**src/rtl/fepcs_defines.vh**
```
// Constants for the flash erase and programming command sequencer
`ifndef FEPCS_DEFINES_VH
`define FEPCS_DEFINES_VH

// Status codes
`define FEPCS_ST_ACK 8'h06
`define FEPCS_ST_PARAM 8'h05
`define FEPCS_ST_CSUM 8'h07
`define FEPCS_ST_PROTECT 8'h10
`define FEPCS_ST_NACK 8'h15
`define FEPCS_ST_FAIL 8'h1a
`define FEPCS_ST_VERIFY 8'h1b
`define FEPCS_ST_WRITE 8'h1c

// Command codes as decoded from a parsed command frame
`define FEPCS_CMD_STATUS 2'h0
`define FEPCS_CMD_ERASE 2'h1
`define FEPCS_CMD_PROG 2'h2
`define FEPCS_CMD_OTHER 2'h3

// Block geometry: 1 KB units, low address bits
`define FEPCS_BLK_BITS 10
`define FEPCS_BLK_LOW 10'h000
`define FEPCS_BLK_HIGH 10'h3ff

// Frame payload limit and FIFO shape
`define FEPCS_FRAME_MAX 256
`define FEPCS_FIFO_DEPTH 16
`define FEPCS_FIFO_AW 4

// Internal verify time per block, in ns, and derived cycle count
`define FEPCS_CLK_NS 50
`define FEPCS_VERIFY_NS 1000
`define FEPCS_VERIFY_CYC ((`FEPCS_VERIFY_NS + `FEPCS_CLK_NS - 1) / `FEPCS_CLK_NS)

`endif

```
**src/rtl/fepcs_fifo.v**
```verilog
// Synchronous FIFO with valid/ready on both sides
`timescale 1ns/100ps
module fepcs_fifo #(
	parameter WIDTH = 8,
	parameter DEPTH = 16,
	parameter AW = 4
) (
	// Clock and reset
	input wire clock,
	input wire nrst,
	// Fill side
	input wire in_valid,
	output wire in_ready,
	input wire [WIDTH-1:0] in_data,
	// Drain side
	output wire out_valid,
	input wire out_ready,
	output reg [WIDTH-1:0] out_data
);

reg [WIDTH-1:0] mem [0:DEPTH-1];
reg [AW-1:0] wp_r;
reg [AW-1:0] rp_r;
reg [AW:0] cnt_r;
reg oval_r;
wire push;
wire pop;
wire load;

localparam [AW:0] FULL = DEPTH;

assign in_ready = (cnt_r != FULL);
assign push = in_valid & in_ready;
assign out_valid = oval_r;
// Fetch into output register when empty or consumed
assign load = (cnt_r != {(AW+1){1'b0}}) & (~oval_r | out_ready);
assign pop = oval_r & out_ready;

// Storage write
always @(posedge clock) begin
	if (push)
		mem[wp_r] <= in_data;
end

// Pointers, count and registered read data
always @(posedge clock or negedge nrst) begin
	if (!nrst) begin
		wp_r <= {AW{1'b0}};
		rp_r <= {AW{1'b0}};
		cnt_r <= {(AW+1){1'b0}};
		oval_r <= 1'b0;
		out_data <= {WIDTH{1'b0}};
	end else begin
		if (push)
			wp_r <= wp_r + 1'b1;
		if (load) begin
			out_data <= mem[rp_r];
			rp_r <= rp_r + 1'b1;
			oval_r <= 1'b1;
		end else if (pop) begin
			oval_r <= 1'b0;
		end
		if (push & ~load)
			cnt_r <= cnt_r + 1'b1;
		else if (~push & load)
			cnt_r <= cnt_r - 1'b1;
	end
end

endmodule

```
**src/rtl/fepcs_seq.v**
```verilog
// Flash block erase and programming command sequencer
`timescale 1ns/100ps
`include "fepcs_defines.vh"

// Summary of operation
// - Successful block erase answers with acknowledge as first status byte.
// - Erase range not on block boundaries answers parameter error.
// - Command frame with bad checksum answers checksum error.
// - Erase forbidden by security or boot protection answers protect error.
// - Malformed command frame answers negative acknowledge.
// - Non-status command while busy answers negative acknowledge.
// - Erase failure answers erase error as first status byte.
// - Each data frame gets two status bytes; write error ends programming.
// - Final status after programming is acknowledge or internal verify error.
// - Program range not 1 KB aligned answers parameter error.
// - Program forbidden by security or boot protection answers protect error.
// - Bad checksum on command or data frame answers checksum error.
// - Write failure answers acknowledge first and write failure code as second status byte.
module fepcs_seq #(
	parameter AW = 20,
	parameter VERIFY_CYC = `FEPCS_VERIFY_CYC
) (
	// Clock and reset
	input wire clock,
	input wire nrst,
	// Parsed command frame
	input wire cmd_valid,
	input wire [1:0] cmd_code,
	input wire cmd_csum_ok,
	input wire cmd_form_ok,
	input wire [AW-1:0] cmd_start_addr,
	input wire [AW-1:0] cmd_end_addr,
	// Parsed data frame, one byte per beat
	input wire data_valid,
	output wire data_ready,
	input wire [7:0] data_byte,
	input wire data_frame_end,
	input wire data_frame_last,
	input wire data_csum_ok,
	// Security settings, level pins
	input wire sec_write_dis,
	input wire sec_blk_erase_dis,
	input wire sec_chip_erase_dis,
	input wire sec_boot_dis,
	input wire [AW-1:0] boot_end_addr,
	// Flash array port
	output reg fl_erase_r,
	output reg fl_write_r,
	output reg [AW-1:0] fl_addr_r,
	output reg [7:0] fl_wdata_r,
	input wire fl_done,
	input wire fl_fail,
	input wire fl_verify_ok,
	// Status frame request
	output reg stat_valid_r,
	output reg stat_two_r,
	output reg [7:0] first_status_byte,
	output reg [7:0] second_status_byte,
	output reg busy_r
);

// States
localparam S_IDLE = 3'h0;
localparam S_ERASE = 3'h1;
localparam S_RECV = 3'h2;
localparam S_WRITE = 3'h3;
localparam S_VERIFY = 3'h4;
localparam S_DRAIN = 3'h5;

reg [2:0] state_r;
reg [2:0] state_nxt;
reg [AW-1:0] cur_r;
reg [AW-1:0] end_r;
reg [AW-`FEPCS_BLK_BITS:0] blocks_r;
reg [31:0] vcnt_r;
reg frame_bad_r;
reg frame_last_r;
reg wr_fail_r;
reg end_seen_r;
reg pushed_r;
reg [7:0] code1;
reg fifo_wr;
wire fifo_out_valid;
wire [7:0] fifo_out_data;
wire fifo_pop;
wire fifo_in_ready;
wire aligned;
wire protect_er;
wire protect_pg;
wire boot_hit;

// Byte FIFO between the data frame receiver and the flash writer
fepcs_fifo #(
	.WIDTH(8),
	.DEPTH(`FEPCS_FIFO_DEPTH),
	.AW(`FEPCS_FIFO_AW)
) u_fifo (
	.clock(clock),
	.nrst(nrst),
	.in_valid(fifo_wr),
	.in_ready(fifo_in_ready),
	.in_data(data_byte),
	.out_valid(fifo_out_valid),
	.out_ready(fifo_pop),
	.out_data(fifo_out_data)
);

// Bytes accepted only while receiving, stalled by FIFO back-pressure
assign data_ready = (state_r == S_RECV) & fifo_in_ready;
always @* begin
	fifo_wr = data_valid & data_ready;
end

// Flash writer pops one byte when the array is idle
assign fifo_pop = (state_r == S_RECV) & ~fl_write_r & ~fl_erase_r;

// Range checks on the raw command addresses
function blk_ok;
	input [AW-1:0] s;
	input [AW-1:0] e;
	begin
		blk_ok = (s[`FEPCS_BLK_BITS-1:0] == `FEPCS_BLK_LOW) &&
			(e[`FEPCS_BLK_BITS-1:0] == `FEPCS_BLK_HIGH) && (s <= e);
	end
endfunction

assign aligned = blk_ok(cmd_start_addr, cmd_end_addr);
assign boot_hit = sec_boot_dis & (cmd_start_addr <= boot_end_addr);
assign protect_er = sec_write_dis | sec_blk_erase_dis |
	sec_chip_erase_dis | boot_hit;
assign protect_pg = sec_write_dis | boot_hit;

// Command screening: first status byte for a new command
always @* begin
	code1 = `FEPCS_ST_ACK;
	if (!cmd_form_ok)
		code1 = `FEPCS_ST_NACK;
	else if (!cmd_csum_ok)
		code1 = `FEPCS_ST_CSUM;
	else if (!aligned)
		code1 = `FEPCS_ST_PARAM;
	else if (cmd_code == `FEPCS_CMD_ERASE && protect_er)
		code1 = `FEPCS_ST_PROTECT;
	else if (cmd_code == `FEPCS_CMD_PROG && protect_pg)
		code1 = `FEPCS_ST_PROTECT;
end

// Next state
always @* begin
	state_nxt = state_r;
	case (state_r)
	S_IDLE: begin
		if (cmd_valid && code1 == `FEPCS_ST_ACK) begin
			if (cmd_code == `FEPCS_CMD_ERASE)
				state_nxt = S_ERASE;
			else if (cmd_code == `FEPCS_CMD_PROG)
				state_nxt = S_RECV;
		end
	end
	S_ERASE: begin
		if (fl_done && (fl_fail || cur_r[AW-1:`FEPCS_BLK_BITS] ==
			end_r[AW-1:`FEPCS_BLK_BITS]))
			state_nxt = S_IDLE;
	end
	S_RECV: begin
		if (fifo_out_valid && fifo_pop)
			state_nxt = S_WRITE;
		else if (!pushed_r && !fifo_out_valid) begin
			if (end_seen_r && (frame_bad_r || wr_fail_r))
				state_nxt = S_DRAIN;
			else if (!end_seen_r && frame_last_r)
				state_nxt = S_VERIFY;
		end
	end
	S_WRITE: begin
		if (fl_done)
			state_nxt = S_RECV;
	end
	S_VERIFY: begin
		if (vcnt_r == 32'h0000_0000)
			state_nxt = S_IDLE;
	end
	S_DRAIN: begin
		if (!fifo_out_valid)
			state_nxt = S_IDLE;
	end
	default: state_nxt = S_IDLE;
	endcase
end

// Sequencer datapath and status reporting
always @(posedge clock or negedge nrst) begin
	if (!nrst) begin
		state_r <= S_IDLE;
		cur_r <= {AW{1'b0}};
		end_r <= {AW{1'b0}};
		blocks_r <= {(AW-`FEPCS_BLK_BITS+1){1'b0}};
		vcnt_r <= 32'h0000_0000;
		frame_bad_r <= 1'b0;
		frame_last_r <= 1'b0;
		wr_fail_r <= 1'b0;
		end_seen_r <= 1'b0;
		pushed_r <= 1'b0;
		fl_erase_r <= 1'b0;
		fl_write_r <= 1'b0;
		fl_addr_r <= {AW{1'b0}};
		fl_wdata_r <= 8'h00;
		stat_valid_r <= 1'b0;
		stat_two_r <= 1'b0;
		first_status_byte <= 8'h00;
		second_status_byte <= 8'h00;
		busy_r <= 1'b0;
	end else begin
		state_r <= state_nxt;
		stat_valid_r <= 1'b0;
		fl_erase_r <= 1'b0;
		fl_write_r <= 1'b0;
		busy_r <= (state_nxt != S_IDLE);
		pushed_r <= fifo_wr;
		// Busy: any command but status is refused
		if (cmd_valid && state_r != S_IDLE &&
			cmd_code != `FEPCS_CMD_STATUS) begin
			stat_valid_r <= 1'b1;
			stat_two_r <= 1'b0;
			first_status_byte <= `FEPCS_ST_NACK;
		end
		case (state_r)
		S_IDLE: begin
			if (cmd_valid && cmd_code != `FEPCS_CMD_STATUS) begin
				cur_r <= cmd_start_addr;
				end_r <= cmd_end_addr;
				blocks_r <= {1'b0, cmd_end_addr[AW-1:`FEPCS_BLK_BITS]} -
					{1'b0, cmd_start_addr[AW-1:`FEPCS_BLK_BITS]} +
					{{(AW-`FEPCS_BLK_BITS){1'b0}}, 1'b1};
				frame_bad_r <= 1'b0;
				frame_last_r <= 1'b0;
				wr_fail_r <= 1'b0;
				if (code1 == `FEPCS_ST_ACK &&
					cmd_code == `FEPCS_CMD_ERASE) begin
					fl_erase_r <= 1'b1;
					fl_addr_r <= cmd_start_addr;
				end else begin
					// Program ack, or any error, answered at once
					stat_valid_r <= 1'b1;
					stat_two_r <= 1'b0;
					first_status_byte <= code1;
				end
			end
		end
		S_ERASE: begin
			// Erase block by block until the end block or a failure
			if (fl_done) begin
				if (fl_fail) begin
					stat_valid_r <= 1'b1;
					stat_two_r <= 1'b0;
					first_status_byte <= `FEPCS_ST_FAIL;
					cur_r <= {AW{1'b0}};
				end else if (cur_r[AW-1:`FEPCS_BLK_BITS] ==
					end_r[AW-1:`FEPCS_BLK_BITS]) begin
					stat_valid_r <= 1'b1;
					stat_two_r <= 1'b0;
					first_status_byte <= `FEPCS_ST_ACK;
					cur_r <= {AW{1'b0}};
				end else begin
					cur_r <= {cur_r[AW-1:`FEPCS_BLK_BITS] + 1'b1,
						`FEPCS_BLK_LOW};
					fl_addr_r <= {cur_r[AW-1:`FEPCS_BLK_BITS] + 1'b1,
						`FEPCS_BLK_LOW};
					fl_erase_r <= 1'b1;
				end
			end
		end
		S_RECV: begin
			if (fifo_out_valid && fifo_pop) begin
				fl_write_r <= 1'b1;
				fl_addr_r <= cur_r;
				fl_wdata_r <= fifo_out_data;
			end
			// Latch the frame end; answer once its bytes are written
			if (fifo_wr && data_frame_end) begin
				end_seen_r <= 1'b1;
				frame_bad_r <= !data_csum_ok;
				frame_last_r <= data_frame_last;
			end
			if (end_seen_r && !pushed_r && !fifo_out_valid) begin
				end_seen_r <= 1'b0;
				stat_valid_r <= 1'b1;
				stat_two_r <= 1'b1;
				if (frame_bad_r) begin
					first_status_byte <= `FEPCS_ST_CSUM;
					second_status_byte <= `FEPCS_ST_CSUM;
				end else if (wr_fail_r) begin
					first_status_byte <= `FEPCS_ST_ACK;
					second_status_byte <= `FEPCS_ST_WRITE;
				end else begin
					first_status_byte <= `FEPCS_ST_ACK;
					second_status_byte <= `FEPCS_ST_ACK;
				end
			end
			if (state_nxt == S_VERIFY)
				vcnt_r <= VERIFY_CYC * blocks_r;
		end
		S_WRITE: begin
			if (fl_done) begin
				cur_r <= cur_r + 1'b1;
				if (fl_fail)
					wr_fail_r <= 1'b1;
			end
		end
		S_VERIFY: begin
			// Internal verify over programmed blocks, then final status
			if (vcnt_r != 32'h0000_0000) begin
				vcnt_r <= vcnt_r - 32'h0000_0001;
			end else begin
				stat_valid_r <= 1'b1;
				stat_two_r <= 1'b0;
				first_status_byte <= fl_verify_ok ? `FEPCS_ST_ACK :
					`FEPCS_ST_VERIFY;
			end
		end
		default: begin
			frame_last_r <= 1'b0;
		end
		endcase
	end
end

endmodule

```
**config.mk**
```make
export PLATFORM = sky130hd
export DESIGN_NAME = fepcs_seq
export DESIGN_NICKNAME = d
export VERILOG_FILES = /design/src/rtl/fepcs_fifo.v /design/src/rtl/fepcs_seq.v
export VERILOG_INCLUDE_DIRS = /design/src /design/src/rtl
export SDC_FILE = /design/constraint.sdc
export NUM_CORES = 1
export LEC_CHECK = 0
export BUFFER_PORTS_ARGS = -buffer_cell sky130_fd_sc_hd__buf_2
export CORE_UTILIZATION = 55
export CTS_CLUSTER_DIAMETER = 30
export DETAILED_ROUTE_END_ITERATION = 12
export GPL_ROUTABILITY_DRIVEN = 0
export GPL_TIMING_DRIVEN = 0
export PLACE_DENSITY = 0.75
export SYNTH_ARGS = -nofsm -noshare
export SYNTH_HDL_FRONTEND = slang
export SYNTH_SLANG_ARGS = --single-unit
export TNS_END_PERCENT = 20
```
**constraint.sdc**
```tcl
create_clock -name clock -period 3.4 [get_ports clock]
set_clock_uncertainty 0.1 [all_clocks]
set_input_delay 0.68 -clock clock [delete_from_list [all_inputs] [get_ports clock]]
set_output_delay 0.68 -clock clock [all_outputs]
set_load 0.01 [all_outputs]
```
# Yosys cells after proc, flatten, opt, wreduce, memory -nomap -nowiden

Memory sizes are Yosys's and may differ from the RTL's. A register that Yosys moved wholly into a read port is not among the register bits.
Cells that the tools add are included.

$add $sub $neg: 9
Multipliers: 1
Divide/modulo/power cells: 0
Order comparisons: 2
Eq/ne operators: 23
Shifts and indexed selects: 0
Multiplexer cells: 88
Bitwise gates (word level): 21
Reductions and logical operators: 51

Operators with widths:

| kind                    | count |
|---|---|
| $mux W20                | 11 |
| $pmux W20 S3            | 2 |
| $mux W32                | 2 |
| $mux W8                 | 8 |
| $pmux W32 S2            | 1 |
| $mux W5                 | 10 |
| $le A20 B20 Y1          | 2 |
| $mux W1                 | 35 |
| $mux W3                 | 11 |
| $logic_not A32 Y1       | 1 |
| $pmux W8 S4             | 1 |
| $reduce_bool A32 Y1     | 1 |
| $sub A32 B1 Y32 const B | 1 |
| $add A20 B1 Y20 const B | 1 |
| $pmux W3 S6             | 1 |
| $logic_and A1 B1 Y1     | 17 |
| $ne A2 B2 Y1 const B    | 8 |
| $mul A3 B11 Y14 const A | 1 |
| $reduce_bool A2 Y1      | 7 |
| $reduce_bool A3 Y1      | 4 |
| $add A11 B1 Y11 const B | 1 |
| $sub A10 B10 Y11        | 1 |
| $add A10 B1 Y10 const B | 1 |
| $and A1 B1 Y1           | 10 |
| 28 further kinds        | 57 |

Flip-flop bits (word level): 154
Bits in latches: 0
RAM bits: 128
ROM bits: 0
Bits of input ports: 86
Output and inout port bits: 50
Word-level logic and storage cells: 219
Memories kept: 1

Memory list:

| name       | depth | width | read ports | clocked after memory_dff | wr ports | line            | source |
|---|---|---|---|---|---|---|---|
| u_fifo.mem | 16    | 8     | 1          | 1                        | 1        | fepcs_fifo.v:21 | `reg [WIDTH-1:0] mem [0:DEPTH-1];` |

# Depth between registers and ports, before layout

Depth in word-level cells: 16
Mapped depth: 15
Depth with buffers taken out: 14

# Hierarchy

From an unflattened synthesis, not the netlist that was laid out.

Cell total of the unflattened synthesis: 1,387
Area total of the unflattened synthesis: 15,067.0 sq um

Modules (own cells, without submodules):

| module     | instances | cells an instance | area an instance (sq um) | sequential area each (sq um) |
|---|---|---|---|---|
| fepcs_seq  | 1         | 1,073             | 9,008.6                  | 3,153.0 |
| fepcs_fifo | 1         | 314               | 6,058.3                  | 4,394.2 |

# Worst setup path before layout

No wires, ideal clock.

Path kind: input-to-reg
From: input cmd_end_addr[11]
To: register fl_addr_r[10]
Library setup time: 0.125 ns
Data arrival time: 3.032 ns
Required time: 3.175 ns
Setup slack: 0.143 ns
Cell stages on the path: 11
Cell sequence: inv_1 -> ha_1 -> nand4_1 -> nor4_1 -> nor4b_1 -> a41o_1 -> nand3_1 -> nor3_1 -> o211a_1 -> buf_2 -> mux2_2

Word-level cells in the longest chain between the ends: 9

Ends and longest elaborated chain:

| item                                 | line            | source |
|---|---|---|
| start: declaration                   | fepcs_seq.v:32  | `input wire [AW-1:0] cmd_end_addr,` |
| $le A20 B20 Y1                       | fepcs_seq.v:123 | `` (e[`FEPCS_BLK_BITS-1:0] == `FEPCS_BLK_HIGH) && (s <= e); `` |
| $logic_and A1 B1 Y1                  | fepcs_seq.v:122 | `` blk_ok = (s[`FEPCS_BLK_BITS-1:0] == `FEPCS_BLK_LOW) && `` |
| $mux W5                              | fepcs_seq.v:140 | `else if (!aligned)` |
| $mux W5                              | fepcs_seq.v:138 | `else if (!cmd_csum_ok)` |
| $mux W5                              | fepcs_seq.v:136 | `if (!cmd_form_ok)` |
| $eq A8 B3 Y1 (no source line)        | -               |  |
| $logic_and A1 B1 Y1 (no source line) | -               |  |
| $ne A2 B2 Y1 (no source line)        | -               |  |
| $reduce_and A7 Y1 (no source line)   | -               |  |
| end signal: assignment               | fepcs_seq.v:206 | `fl_addr_r <= {AW{1'b0}};` |
| end signal: assignment               | fepcs_seq.v:241 | `fl_addr_r <= cmd_start_addr;` |
| end signal: assignment               | fepcs_seq.v:267 | `` fl_addr_r <= {cur_r[AW-1:`FEPCS_BLK_BITS] + 1'b1, `` |
| end: declaration                     | fepcs_seq.v:49  | `output reg [AW-1:0] fl_addr_r,` |

No other way between the ends.
A chain may end at the register's enable or synchronous reset.

# Worst setup path after layout

From: input cmd_start_addr[13]
To: register fl_addr_r[10]

Word-level cells in the longest chain between the ends: 13

Ends and longest elaborated chain:

| item                                   | line            | source |
|---|---|---|
| start: declaration                     | fepcs_seq.v:31  | `input wire [AW-1:0] cmd_start_addr,` |
| $le A20 B20 Y1                         | fepcs_seq.v:128 | `assign boot_hit = sec_boot_dis & (cmd_start_addr <= boot_end_addr);` |
| $and A1 B1 Y1                          | fepcs_seq.v:128 |  |
| $or A1 B1 Y1                           | fepcs_seq.v:131 | `assign protect_pg = sec_write_dis \| boot_hit;` |
| $logic_and A1 B1 Y1                    | fepcs_seq.v:144 | `` else if (cmd_code == `FEPCS_CMD_PROG && protect_pg) `` |
| $mux W5                                | fepcs_seq.v:144 |  |
| $mux W5                                | fepcs_seq.v:142 | `` else if (cmd_code == `FEPCS_CMD_ERASE && protect_er) `` |
| $mux W5 *                              | fepcs_seq.v:140 |  |
| $mux W5 *                              | fepcs_seq.v:138 |  |
| $mux W5 *                              | fepcs_seq.v:136 |  |
| $eq A8 B3 Y1 (no source line) *        | -               |  |
| $logic_and A1 B1 Y1 (no source line) * | -               |  |
| $ne A2 B2 Y1 (no source line) *        | -               |  |
| $reduce_and A7 Y1 (no source line) *   | -               |  |

Every way passes the cells marked *; elsewhere a longest branch is shown, timed or not.

==> results.toml <==
[run_status]
status = "completed"

[route]
first_pass_iters = 6
ant_nets = 0
drc = 0
avgViaCountPerCell = 6.20
vias = 12200
wirelength_um = 41400
drtIter0Drc = 1343
wl_per_cell_um = 21.1

[timing]
fmaxAchievable_mhz = 304
worst_pin_slew_ps = 1080
setup_ws_ps = 113
timing.final.crit_share_pct = 96.7
fin_hold_ws_ps = 33.2
tns_ps = 0
rsz0062_at_grt = "true"
setup_violations = 0
drv_slew = 0
relSlewSlack_pct = 27.3
finalCriticalPeriod_ps = 3290
finalHoldViolCount = 0

[placement]
io_buffers = 132
dp_hpwl_um = 28600
dpl_worst_slack_ps = -1090
dp_cells = 1853

[setup_path]
cp_slowest_cell = "mux2_2"
crit_path_end_kind = "flop"
worstPathCellList = "buf_2 -> inv_1 -> ha_1 -> nand4_1 -> nor4_2 -> nor4b_2 -> a41o_1 -> nand3_4 -> nor3_4 -> o211a_1 -> buf_4 -> mux2_2"
worstPathRequired_ps = 3740
cp_num_buf_inv = 3
cpPeakStageDelay_ps = 360
crit_family = "simple AND/OR/NAND/NOR gates"
cp_data_arrival_time_ps = 3630
crit_path_start_kind = "primary input"
worstPathMaxFanout = 10
crit_type = "primary input to flop"

[synth]
synth_area_leaders = "edfxtp_1 (25%), dfrtp_1 (25%), ha_1 (7.4%)"
ys_seq_area_share_pct = 50.0
async_flop_share_pct = 53.6
synth_cell_type_count = 84
ys_ff_latch = 276
synthFlopType = "dfrtp_1"
avgSynthCellArea_sq_um = 11.0
synth_edf_count = 128
yosysWarnings = 0
yosysTopAreaCell = "edfxtp_1"
synth_top_area_share_pct = 25.5
netlist_area_sq_um = 15100
netlist_instances = 1377

[cts]
path_clk_slew_ps = 50
htree_levels = 2
hold_buffers = 0
cts_buffers = 54
clock_path_buffers = 3
insertion_delay_ps = 570
cts_root_buf = "clkbuf_16"
cts_sinks = 276
tritoncts = "yes"

[min_path]
min_path_type = "primary input to asynchronous set/reset pin"

[power_and_ir_drop]
leakage_nw = 7.74
power_density_nw_per_um2 = 851
ir_worst_vdd_uv = 557

[grt]
grt-ovfl-total = 0
grt_max_degree = 84
grt_pass1_wl_um = 64100
grt_pass1_vias = 11900
grt_usage_pct = 29.6
antenna_found_initial = 2

[floorplanning]
rows = 60
start_util_pct = 56.0
fp.coreArea_sq_um = 27000
floorplan.die_area_sq_um = 28100
die_w_um = 168
ios = 136
die_y_um = 168

[final_layout]
antenna_cells = 0
fin_cells = 1960
fillers = 1954
multi_input_area_sq_um = 7110
syn2layout_area_growth_pct = 21.4
drive_gt1_share_pct = 22.7
seqCellArea_sq_um = 7550
nets = 1752

[job]
drv_cap = 0
-- cells in the final DEF, fill, tap and decap left out, types with 7 or more instances in the layout --
cell and count:
clkbuf_1 51, o21ai_0 105, nor2b_1 13, o21ai_1 12, clkinv_2 11, xnor2_1 17, nand2_1 105, buf_4 12
clkinvlp_4 8, and3_1 9, nor2_1 102, inv_1 86, a21oi_1 95, bufinv_16 7, clkbuf_16 54, o22ai_1 11
a21o_1 11, xor2_1 18, o31ai_1 9, a31oi_1 10, a22o_1 10, mux2_2 36, nor3_1 25, buf_2 134
nor4_1 13, a22oi_1 8, ha_1 88, nand3_1 25, nand4_1 21, o21a_1 8, dfrtp_1 147, edfxtp_1 128
mux4_2 40, and2_1 11, a21boi_0 8
-- path summary, 6_finish.rpt --
check | depth (start not counted) | end | startpoint | slack, ps
worst max-delay path | 12 | fl_addr_r[10] | cmd_start_addr[13] | 110
min in group clock | 2 | frame_last_r | data_frame_last | 300
worst min-delay path | 1 | u_fifo.cnt_r[3] | nrst | 30
max in group asynchronous | 2 | fl_addr_r[2] | nrst | 2320
worst max register to register | 8 | vcnt_r[29] | vcnt_r[0] | 110
worst min register to register | 1 | second_status_byte[2] | second_status_byte[2] | 360
-- stage by stage --
step	cell area, sq um	power, mW	utilization, %
finish	18300	15.6	68.0
global route	18300	16.4	68.0
CTS	18300	15.6	67.8
detailed placement	16200	10.1	60.2
global placement	16200	9.91	60.1
floorplan	15100	8.46	-
-- cell usage after synthesis, drive strengths merged (10+ instances only) --
cell type and n:
dfrtp 148, edfxtp 128, o21ai 117, nor2 108
nand2 107, a21oi 98, ha 89, inv 86
clkbuf 48, mux4 40, mux2 36, nor3 32
nand3 27, nand4 21, nor4 18, xor2 18
buf 17, xnor2 17, and2 16, nor2b 14
a21o 11, o22ai 11, a22o 10, a31oi 10
and3 10, o31ai 10
-- cell type report --
class	count	share of cell area (%)
Timing Repair Buffer	141	4.32
Inverter	87	1.78
Tap cell	341	2.33
Multi-Input combinational cell	951	38.8
Clock inverter	37	2.40
Clock buffer	64	7.74
Sequential cell	276	41.2
Buffer	63	1.52
-- power by group --
group          total (mW)  internal (mW)  switching, mW  leakage [nW]
sequential           4.82           4.19          0.623          2.98
combinational        5.45           2.26           3.19          3.87
clock                5.34           3.52           1.81         0.890
total                15.6           9.98           5.63          7.74
-- routing by layer --
metal  vias up  wire, um  track usage [%]
li1       5535         -                -
met1      5873     16200             37.9
met2       612     19900             48.3
met3       134      3430             5.91
met4         4      1810             14.8
met5         -        32                0
-- flip-flops by register name (all words and copies together) (netlist names), 8 cells and up --
name	flops
first_status_byte	8
vcnt_r	32
fl_addr_r	20
fl_wdata_r	8
u_fifo.mem	128
end_r	10
u_fifo.out_data	8
blocks_r	11
cur_r	20
-- timing repair --
action	CTS	global route
setup buffers	8	0
pin swaps	6	2
gates resized for setup	25	15
setup endpoints to repair	160	192
-- cell families (layout without fill, tap and decap cells) --
| group | Yosys count | in the layout | synth area share (%) |
|---|---|---|---|
| muxes | 82 | 82 | 9.05 |
| AOI/OAI and AO/OA | 350 | 350 | 14.5 |
| adders and majority gates | 92 | 92 | 7.77 |
| DFF | 276 | 276 | 50.0 |
| buffers and inverters | 152 | 392 | 4.01 |
| and+or+nand+nor | 389 | 389 | 12.6 |
| other | 1 | 3 | 0.0248 |
| xor gates and xnor gates | 35 | 35 | 2.03 |
-- worst reg2reg max path: stages (launching register included) --
cell and delay [ps]:
dfrtp_1 400, or2_1 260, nor4_1 830, nand4_1 380, nor3_2 460, nand3_1 200, nor3_1 180, o21ai_0 100
a22o_1 240
Note: power is estimated with default switching activity, not from simulation.
